==> src/design/frtc_pkg.sv <==
// package of the free running timer counter: register map, fields, reset values
// assumes a byte wide register port and a single core clock
package frtc_pkg;

  // ----------------------------------------
  // register offsets
  // ----------------------------------------
  localparam logic [7:0] OFS_CTRL1 = 8'h00;
  localparam logic [7:0] OFS_CTRL2 = 8'h01;
  localparam logic [7:0] OFS_STATUS = 8'h02;
  localparam logic [7:0] OFS_STATUS_CLR = 8'h03;
  localparam logic [7:0] OFS_CNT_HIGH = 8'h08;
  localparam logic [7:0] OFS_CNT_LOW = 8'h09;
  localparam logic [7:0] OFS_ALT_HIGH = 8'h0A;
  localparam logic [7:0] OFS_ALT_LOW = 8'h0B;

  // ----------------------------------------
  // field positions
  // ----------------------------------------
  localparam int BIT_OVF = 5;
  localparam int BIT_OVF_IRQ_EN = 5;
  localparam int BIT_CLK_SEL_HIGH = 3;
  localparam int BIT_CLK_SEL_LOW = 2;
  localparam int BIT_EXT_EDGE_SEL = 0;
  localparam int BIT_EXT_LEVEL = 0;

  // ----------------------------------------
  // reset values and constants
  // ----------------------------------------
  localparam logic [15:0] CNT_RESET = 16'hFFFC;
  localparam logic [15:0] CNT_MAX = 16'hFFFF;
  localparam logic [7:0] CTRL1_RESET = 8'h00;
  localparam logic [7:0] CTRL2_RESET = 8'h00;
  localparam logic [7:0] RDATA_UNMAPPED = 8'h00;

  // ----------------------------------------
  // clock source selection
  // ----------------------------------------
  typedef enum logic [1:0] {
    FRTC_DIV4 = 2'b00,
    FRTC_DIV2 = 2'b01,
    FRTC_DIV8 = 2'b10,
    FRTC_EXT = 2'b11
  } frtc_clk_sel_t;

  localparam logic [2:0] PRE_MASK_DIV2 = 3'h1;
  localparam logic [2:0] PRE_MASK_DIV4 = 3'h3;
  localparam logic [2:0] PRE_MASK_DIV8 = 3'h7;

endpackage

==> src/design/frtc_timer.sv <==
// free running 16-bit timer counter with overflow flag and coherent byte reads
// assumes synchronous inputs on I_CORE_CLK and a register master that never waits
`timescale 1ns/10ps

// Notes on behaviour
// - sixteen-bit up counter advances each timer tick
// - internal tick is core clock over 2/4/8
// - full period is 65536 ticks of prescaler
// - any low byte write loads FFFC
// - alternate pair same, never clears overflow
// - high byte read buffers the low byte
// - buffer frozen until low byte read
// - lone low read returns live count
// - wrap from FFFF to 0000 sets overflow
// - interrupt needs enable and clear global mask
// - clear: status read, then main low access
// - counting continues in wait mode
// - halt freezes count; reset restarts it
// - both clock select bits pick external pin
// - edge select picks rising or falling edge
// - counter updates only on core clock edge
// - unbonded timer input reads as one
module frtc_timer #(
  parameter bit EXT_CLOCK_PIN_BONDED = 1'b1
) (
  input wire logic I_CORE_CLK,
  input wire logic I_RST,
  input wire logic [7:0] I_ADDR,
  input wire logic [7:0] I_WDATA,
  input wire logic I_WR,
  input wire logic I_RD,
  output logic [7:0] O_RDATA,
  input wire logic I_EXT_CLOCK_PIN,
  input wire logic I_CPU_IMASK,
  input wire logic I_HALT,
  output logic O_IRQ
);

  // ----------------------------------------
  // register access decode
  // ----------------------------------------
  logic wr_ctrl1;
  logic wr_ctrl2;
  logic wr_clr;
  logic wr_low_main;
  logic wr_low_alt;
  logic rd_status;
  logic rd_high;
  logic rd_low_main;
  logic rd_low_alt;
  logic cnt_load;

  assign wr_ctrl1 = I_WR && (I_ADDR == frtc_pkg::OFS_CTRL1);
  assign wr_ctrl2 = I_WR && (I_ADDR == frtc_pkg::OFS_CTRL2);
  assign wr_clr = I_WR && (I_ADDR == frtc_pkg::OFS_STATUS_CLR);
  assign wr_low_main = I_WR && (I_ADDR == frtc_pkg::OFS_CNT_LOW);
  assign wr_low_alt = I_WR && (I_ADDR == frtc_pkg::OFS_ALT_LOW);
  assign rd_status = I_RD && (I_ADDR == frtc_pkg::OFS_STATUS);
  assign rd_high = I_RD && ((I_ADDR == frtc_pkg::OFS_CNT_HIGH) || (I_ADDR == frtc_pkg::OFS_ALT_HIGH));
  assign rd_low_main = I_RD && (I_ADDR == frtc_pkg::OFS_CNT_LOW);
  assign rd_low_alt = I_RD && (I_ADDR == frtc_pkg::OFS_ALT_LOW);
  assign cnt_load = wr_low_main || wr_low_alt;

  // ----------------------------------------
  // control registers
  // ----------------------------------------
  logic [7:0] ctrl1;
  logic [7:0] ctrl2;
  frtc_pkg::frtc_clk_sel_t clk_sel;

  always_ff @(posedge I_CORE_CLK or posedge I_RST) begin
    if (I_RST) begin
      ctrl1 <= frtc_pkg::CTRL1_RESET;
    end else if (wr_ctrl1) begin
      ctrl1 <= I_WDATA;
    end
  end

  always_ff @(posedge I_CORE_CLK or posedge I_RST) begin
    if (I_RST) begin
      ctrl2 <= frtc_pkg::CTRL2_RESET;
    end else if (wr_ctrl2) begin
      ctrl2 <= I_WDATA;
    end
  end

  assign clk_sel = frtc_pkg::frtc_clk_sel_t'({ctrl2[frtc_pkg::BIT_CLK_SEL_HIGH], ctrl2[frtc_pkg::BIT_CLK_SEL_LOW]});

  // ----------------------------------------
  // tick generation
  // ----------------------------------------
  // the prescaler runs free, so a new division takes effect at the next
  // aligned boundary; the external edge is found against the previous sample,
  // which relies on the source keeping edges at least one core clock apart
  logic [2:0] pre;
  logic ext_level;
  logic ext_prev;
  logic ext_edge;
  logic tick;

  assign ext_level = EXT_CLOCK_PIN_BONDED ? I_EXT_CLOCK_PIN : 1'b1;

  always_ff @(posedge I_CORE_CLK or posedge I_RST) begin
    if (I_RST) begin
      pre <= 3'h0;
    end else begin
      pre <= pre + 3'h1;
    end
  end

  always_ff @(posedge I_CORE_CLK or posedge I_RST) begin
    if (I_RST) begin
      ext_prev <= 1'b1;
    end else begin
      ext_prev <= ext_level;
    end
  end

  // rising edge when edge select is one, falling edge otherwise
  assign ext_edge = ctrl2[frtc_pkg::BIT_EXT_EDGE_SEL] ? (ext_level && !ext_prev) : (!ext_level && ext_prev);

  always_comb begin
    case (clk_sel)
      frtc_pkg::FRTC_DIV2: tick = ((pre & frtc_pkg::PRE_MASK_DIV2) == frtc_pkg::PRE_MASK_DIV2);
      frtc_pkg::FRTC_DIV4: tick = ((pre & frtc_pkg::PRE_MASK_DIV4) == frtc_pkg::PRE_MASK_DIV4);
      frtc_pkg::FRTC_DIV8: tick = ((pre & frtc_pkg::PRE_MASK_DIV8) == frtc_pkg::PRE_MASK_DIV8);
      frtc_pkg::FRTC_EXT: tick = ext_edge;
      default: tick = 1'b0;
    endcase
  end

  // ----------------------------------------
  // counter
  // ----------------------------------------
  // halt only gates the tick; wait mode has no input here so counting goes on
  logic [15:0] cnt;
  logic [15:0] next_cnt;
  logic wrap;

  assign wrap = tick && !I_HALT && !cnt_load && (cnt == frtc_pkg::CNT_MAX);

  always_comb begin
    next_cnt = cnt;
    if (cnt_load) begin
      next_cnt = frtc_pkg::CNT_RESET;
    end else if (tick && !I_HALT) begin
      next_cnt = cnt + 16'h0001;
    end
  end

  // every update lands on one core clock edge, so external events are aligned too
  always_ff @(posedge I_CORE_CLK or posedge I_RST) begin
    if (I_RST) begin
      cnt <= frtc_pkg::CNT_RESET;
    end else begin
      cnt <= next_cnt;
    end
  end

  // ----------------------------------------
  // coherent 16-bit read
  // ----------------------------------------
  logic seq;
  logic [7:0] low_buf;

  always_ff @(posedge I_CORE_CLK or posedge I_RST) begin
    if (I_RST) begin
      seq <= 1'b0;
      low_buf <= 8'h00;
    end else if (rd_high && !seq) begin
      seq <= 1'b1;
      low_buf <= cnt[7:0];
    end else if (rd_low_main || rd_low_alt) begin
      seq <= 1'b0;
    end
  end

  // ----------------------------------------
  // overflow flag and its two step clear
  // ----------------------------------------
  logic ovf;
  logic armed;
  logic ovf_clear;

  assign ovf_clear = (armed && (rd_low_main || wr_low_main)) || (wr_clr && I_WDATA[frtc_pkg::BIT_OVF]);

  always_ff @(posedge I_CORE_CLK or posedge I_RST) begin
    if (I_RST) begin
      ovf <= 1'b0;
    end else if (wrap) begin
      ovf <= 1'b1;
    end else if (ovf_clear) begin
      ovf <= 1'b0;
    end
  end

  always_ff @(posedge I_CORE_CLK or posedge I_RST) begin
    if (I_RST) begin
      armed <= 1'b0;
    end else if (rd_status && ovf) begin
      armed <= 1'b1;
    end else if (ovf_clear || !ovf) begin
      armed <= 1'b0;
    end
  end

  // pending request waits for both enable and a clear global mask
  assign O_IRQ = ovf && ctrl1[frtc_pkg::BIT_OVF_IRQ_EN] && !I_CPU_IMASK;

  // ----------------------------------------
  // read data
  // ----------------------------------------
  logic [7:0] next_rdata;
  logic [7:0] status;

  always_comb begin
    status = 8'h00;
    status[frtc_pkg::BIT_OVF] = ovf;
    status[frtc_pkg::BIT_EXT_LEVEL] = ext_level;
  end

  always_comb begin
    case (I_ADDR)
      frtc_pkg::OFS_CTRL1: next_rdata = ctrl1;
      frtc_pkg::OFS_CTRL2: next_rdata = ctrl2;
      frtc_pkg::OFS_STATUS: next_rdata = status;
      frtc_pkg::OFS_CNT_HIGH: next_rdata = cnt[15:8];
      frtc_pkg::OFS_ALT_HIGH: next_rdata = cnt[15:8];
      frtc_pkg::OFS_CNT_LOW: next_rdata = seq ? low_buf : cnt[7:0];
      frtc_pkg::OFS_ALT_LOW: next_rdata = seq ? low_buf : cnt[7:0];
      default: next_rdata = frtc_pkg::RDATA_UNMAPPED;
    endcase
  end

  // read data stand for exactly the cycle after the strobe
  always_ff @(posedge I_CORE_CLK or posedge I_RST) begin
    if (I_RST) begin
      O_RDATA <= 8'h00;
    end else if (I_RD) begin
      O_RDATA <= next_rdata;
    end else begin
      O_RDATA <= 8'h00;
    end
  end
endmodule // frtc_timer

==> config.mk <==
export PLATFORM = sky130hd
export DESIGN_NAME = frtc_timer
export DESIGN_NICKNAME = d
export VERILOG_FILES = /design/src/design/frtc_pkg.sv /design/src/design/frtc_timer.sv
export SDC_FILE = /design/constraint.sdc
export NUM_CORES = 1
export LEC_CHECK = 0
export BUFFER_PORTS_ARGS = -buffer_cell sky130_fd_sc_hd__buf_2
export CAP_MARGIN = 20
export CORE_UTILIZATION = 45
export DETAILED_ROUTE_END_ITERATION = 10
export HOLD_SLACK_MARGIN = 0.02
export MAX_ROUTING_LAYER = met4
export SYNTH_ARGS = -nofsm -noshare
export SYNTH_HDL_FRONTEND = slang
export SYNTH_SLANG_ARGS = --single-unit
==> constraint.sdc <==
create_clock -name I_CORE_CLK -period 4.4 [get_ports I_CORE_CLK]
set_clock_uncertainty 0.1 [all_clocks]
set_input_delay 1.1 -clock I_CORE_CLK [delete_from_list [all_inputs] [get_ports I_CORE_CLK]]
set_output_delay 1.1 -clock I_CORE_CLK [all_outputs]
set_load 0.02 [all_outputs]
==> results.cfg, run 1 <==
[run_status]
status = finished, final reports clean

[sta]
layout_setup_ws_ps = 1520
timing.setup.tns_ps = 0
rsz0062_at_grt = no
relSlewSlack = 0.280
period_needed_ps = 2880
final_max_slew_viol_count = 0
setup_viol = 0
fmax_ghz = 0.348
fin_crit_sh = 0.654
hold_viol_final = 0
worst_pin_slew_ps = 1080

[synth]
synthMuxAreaShare = 0.148
synth_area_um2 = 2850
postSynthCellCount = 261
synth_compound_area_frac = 0.117
synth_seq_cells = 55
yosysSeqAreaShare = 0.489
synth_top_flop_cell = dfrtp_1
synth_nets = 287
ys_types = 48
avgSynthCellArea_um2 = 10.9
async_flop_share = 1.00
synth_edf_count = 0
synthXorXnorAreaFrac = 0
synth-simple-area-share = 0.206
synth_top_family_by_area = simple AND/OR/NAND/NOR gates
synth-adder-area-share = 0.0132
ys.warnings.count = 0

[critical_path]
critPathArrivalTime_ps = 3020
crit_slowest_cell = nor4_1
start_kind = primary input
cp_num_buf_inv = 1
cp.required_ps = 4540
crit_chain = buf_2 -> or4_1 -> nor4_1 -> a22oi_1 -> a21oi_1
critPathTopFamily = simple AND/OR/NAND/NOR gates
worst-path-max-fanout = 7
path_class = in2reg
max_stage_delay_ps = 750
end_kind = flip-flop

[power_and_ir_drop]
switching_share = 0.285
combPwrFrac = 0.124
p_clk_frac = 0.314
power_switching_uw = 318
power_density_nw_per_um2 = 353
power.leakage_uw = 0.00145
seqPwrFrac = 0.563
ir_drop_mv = 0.156
internal-power_uw = 800

[global_route]
grt_pass1_wl_um = 10300
antenna_found_initial = 0
grt_start_max_net_pins = 37
grt_overflow_total = 0
grt_usage = 0.212
grt_pass1_vias = 2017

[cells_and_area]
drive_above_1_share = 0.313
antenna-diode-count = 0
layout.nets = 313
final_util = 0.526
final_cells = 363
area_growth_pct = 11.1
final_cell_mix = dfrtp_1 (40), buf_2 (31), mux2_2 (26)
mostFrequentLayoutCell = dfrtp_1

[die]
die_w_um = 81.6
rows = 28
dieHeight_um = 81.6
start_util = 0.474
ios = 32
dieArea_um2 = 6660
core-area_um2 = 6030

[place]
post-dp-hpwl_um = 4430
place_congestion = 0.806
dp_slack_ps = 1180
io_buffers = 31
place_inst = 355

[clock_network]
cts_hold_buf = 0
cts_made_buffers = 5
cts_resized = 0
cts-root-buf = clkbuf_8
cts_htree_levels = 2
clock-sinks = 55
clkTransAtPathRegs_ps = 110
clockBufferDepth = 2
tritoncts = built
worstSkewPairLatency_ps = 320
post-cts-setup-buffer-count = 0

[route]
drc_errors = 0
wl_per_cell_um = 17.4
first_pass_iters = 4
avgViaCountPerCell = 5.98
drt_wl_total_um = 6330
ant_nets = 0
vias = 2172
first_iter_violations = 116

[min_path]
hold_class = reg2reg

[job]
maxCapViolCount = 0
## layout make-up
cell class	count	area, µm²
tap	75	93.8
clock inverter	3	46.3
inverter	6	22.5
fill	558	2850
sequential	55	1400
timing repair buffer	32	163
clock buffer	5	68.8
multi-input combinational	187	1380
## power by group through the flow
stage	logic, µW	registers (µW)	clock network, µW
3_5_place_dp	139	638	0
4_1_cts	140	629	357
3_3_place_gp	136	636	0
6_report	138	629	351
5_1_grt	156	641	369
2_1_floorplan	107	614	0
## sequential cells by signal, summed over array words and instances (netlist names)
| signal | flops |
|---|---|
| O_RDATA | 8 |
| armed | 1 |
| cnt | 16 |
| ctrl1 | 8 |
| ctrl2 | 8 |
| ext_prev | 1 |
| low_buf | 8 |
| ovf | 1 |
| pre | 3 |
| seq | 1 |
## layer usage
| metal | global-route usage | up-vias | wire [µm] | share of wire |
|---|---|---|---|---|
| met1 | 0.292 | 1077 | 3040 | 0.48 |
| li1 | - | 1039 | - | - |
| met4 | 0.0684 | 0 | 70 | 0.011 |
| met5 | - | - | 0 | 0 |
| met3 | 0.0300 | 7 | 255 | 0.040 |
| met2 | 0.322 | 49 | 2970 | 0.47 |
## cells in the mapped netlist (all sizes together), types with 2 or more instances
master	number	area, µm²
and4	9	78.8
nand2b	2	12.5
mux2i	13	130
ha	3	37.5
and2	6	37.5
or4	5	41.3
a21oi	12	60.1
dfstp	15	394
a22oi	4	30.0
nand3	10	55.1
nor4	7	50.1
and3	4	25.0
dfrtp	40	1000
buf	2	12.5
o21ai	11	55.1
inv	6	22.5
o211ai	7	52.6
o31ai	3	22.5
nand2	18	77.6
nand4	4	25.0
mux2	26	293
nand4b	3	26.3
nor2	15	56.3
clkbuf	11	41.3
nor3	4	31.3
a31oi	6	37.5
nand3b	2	15.0
## metrics by stage
| stage | area [µm²] | hold slack [ps] | power, µW |
|---|---|---|---|
| 3_5_place_dp | 3060 | 354 | 777 |
| 4_1_cts | 3170 | 373 | 1130 |
| 5_1_grt | 3170 | 389 | 1170 |
| 3_3_place_gp | 3060 | 343 | 773 |
| 6_report | 3170 | 357 | 1120 |
| 2_1_floorplan | 2850 | 316 | 721 |
## path summary, 6_finish.rpt
path	start	endpoint	slack, ps	cells after the start
max reg2reg	pre[0]	ovf	2050	5
max in group asynchronous	I_RST	cnt[4]	2570	3
min in group asynchronous	I_RST	O_RDATA[2]	810	2
min	pre[0]	pre[0]	360	1
min reg2reg	pre[0]	pre[0]	360	1
max	I_ADDR[2]	O_RDATA[2]	1520	5
## cells by family after synthesis
family / after synthesis
AOI/OAI and AO/OA: 51
buffers and inverters: 19
muxes: 39
adders and majority gates: 3
and+or+nand+nor: 94
DFF: 55
No activity file was read; power rests on OpenSTA's default activity.
==> run 2, diff against run 1 <==
==> constraint.sdc (replaced) <==
create_clock -name I_CORE_CLK -period 2.89 [get_ports I_CORE_CLK]
set_clock_uncertainty 0.1 [all_clocks]
set_input_delay 0.7225 -clock I_CORE_CLK [delete_from_list [all_inputs] [get_ports I_CORE_CLK]]
set_output_delay 0.7225 -clock I_CORE_CLK [all_outputs]
set_load 0.02 [all_outputs]
==> run 2 against run 1 <==
Effect of this change: via count grew 0.51%; cell count is 1.9% higher; combinational power grew 54%; critical path depth is the same; first-iteration DRC count increased by 10%; worst setup slack worse by 1100 ps; sequential share of layout area decreased by 0.95 points; clock power up 71%; sequential power increased by 52%; die area unchanged; highest routed layer unchanged.
==> results.cfg, run 2 (same netlist as run 1, synthesis figures left out) <==
[place]
dp_slack_ps = 138
place_inst = 362
post-dp-hpwl_um = 4530
place_area_um2 = 3110
place_congestion = 0.804
io_buffers = 31

[die]
die_w_um = 81.6
rows = 28
core-area_um2 = 6030
dieHeight_um = 81.6
dieArea_um2 = 6660
ios = 32
start_util = 0.474

[critical_path]
max_stage_delay_ps = 710
crit_slowest_cell = or4_1
end_kind = flip-flop
critPathArrivalTime_ps = 2560
cp.required_ps = 2990
worst-path-max-fanout = 8
cp_num_buf_inv = 1
path_class = in2reg
crit_chain = buf_2 -> or4_1 -> nor4_1 -> nand2_2 -> mux2_2
start_kind = primary input
critPathTopFamily = simple AND/OR/NAND/NOR gates

[global_route]
antenna_found_initial = 0
grt_overflow_total = 0
grt_usage = 0.214
grt_start_max_net_pins = 34
grt_pass1_vias = 2022
grt_pass1_wl_um = 10200

[route]
first_pass_iters = 4
vias = 2183
first_iter_violations = 128
drc_errors = 0
drt_wl_total_um = 6340
avgViaCountPerCell = 5.90
ant_nets = 0
wl_per_cell_um = 17.1

[power_and_ir_drop]
power_density_nw_per_um2 = 545
p_total_uw = 1770
power.leakage_uw = 0.00149
ir_drop_mv = 0.314

[clock_network]
cts_resized = 0
cts_hold_buf = 0
worstSkewPairLatency_ps = 310
cts_htree_levels = 2
cts-root-buf = clkbuf_8
tritoncts = built
clock-sinks = 55
clockBufferDepth = 2
clkTransAtPathRegs_ps = 100
post-cts-setup-buffer-count = 0
cts_made_buffers = 5

[job]
maxCapViolCount = 0

[cells_and_area]
area_growth_pct = 13.6
drive_above_1_share = 0.325
layout.nets = 320
stdcell_area_um2 = 3240
largest-register = cnt
largest_reg_flops = 16
final_cell_mix = dfrtp_1 (40), buf_2 (31), mux2_2 (26)
antenna-diode-count = 0
mostFrequentLayoutCell = dfrtp_1
final_cells = 370

[sta]
timing.setup.tns_ps = 0
fmax_ghz = 0.407
rsz0062_at_grt = no
setup_viol = 0
period_needed_ps = 2460
final_max_slew_viol_count = 0
relSlewSlack = 0.534
fin_crit_sh = 0.850
worst_pin_slew_ps = 698
layout_setup_ws_ps = 434
hold_viol_final = 0

[run_status]
status = finished, final reports clean

[min_path]
hold_class = reg2reg
==> run 2: changes by cell type in the layout (fill, tap and decap cells not counted), sizes merged <==
| cell | change |
|---|---|
| inv | -1 |
| buf | +7 |
| bufinv | +1 |
| clkbuf | +1 |
| clkinvlp | -1 |
==> run 2: routing by layer <==
metal / wire, µm / part of all wire / vias up / global-route usage
met1: 3040 / 0.48 / 1078 / 0.284
met2: 2950 / 0.47 / 43 / 0.323
li1: - / - / 1050 / -
met3: 220 / 0.035 / 12 / 0.0378
met5: 0 / 0 / - / -
met4: 127 / 0.020 / 0 / 0.0860
==> run 2: worst reg2reg max path, stage by stage, from the launching register on <==
cell	delay [ps]
dfrtp_1	410
ha_1	220
ha_1	180
nand2b_1	80
nand4b_1	440
and4_1	400
o21ai_0	190
==> run 2: final cells by class <==
type / count / area [µm²]
clock buffer: 6 / 72.6
clock inverter: 2 / 60.1
fill: 562 / 2780
inverter: 6 / 22.5
multi-input combinational: 187 / 1380
sequential: 55 / 1400
tap: 75 / 93.8
timing repair buffer: 39 / 215
==> run 2: stage by stage <==
stage                     hold slack, ps  utilization
after global routing                 395        0.538
final                                358        0.538
after detailed placement             345        0.516
after floorplan                      316            -
after CTS                            362        0.538
after global placement               342        0.516
==> run 2: power breakdown <==
group	switching (µW)	internal, µW
sequential	89.6	865
combinational	119	94.6
clock	252	346
==> run 2: final timing paths <==
kind / from / end / slack [ps] / cells after the start
max in group asynchronous: I_RST / cnt[7] / 1560 / 3
worst min-delay path: pre[0] / pre[0] / 360 / 1
worst min register to register: pre[0] / pre[0] / 360 / 1
worst max-delay path: I_ADDR[2] / ctrl2[3] / 430 / 5
min in group asynchronous: I_RST / low_buf[3] / 410 / 2
worst max register to register: pre[0] / cnt[2] / 800 / 6
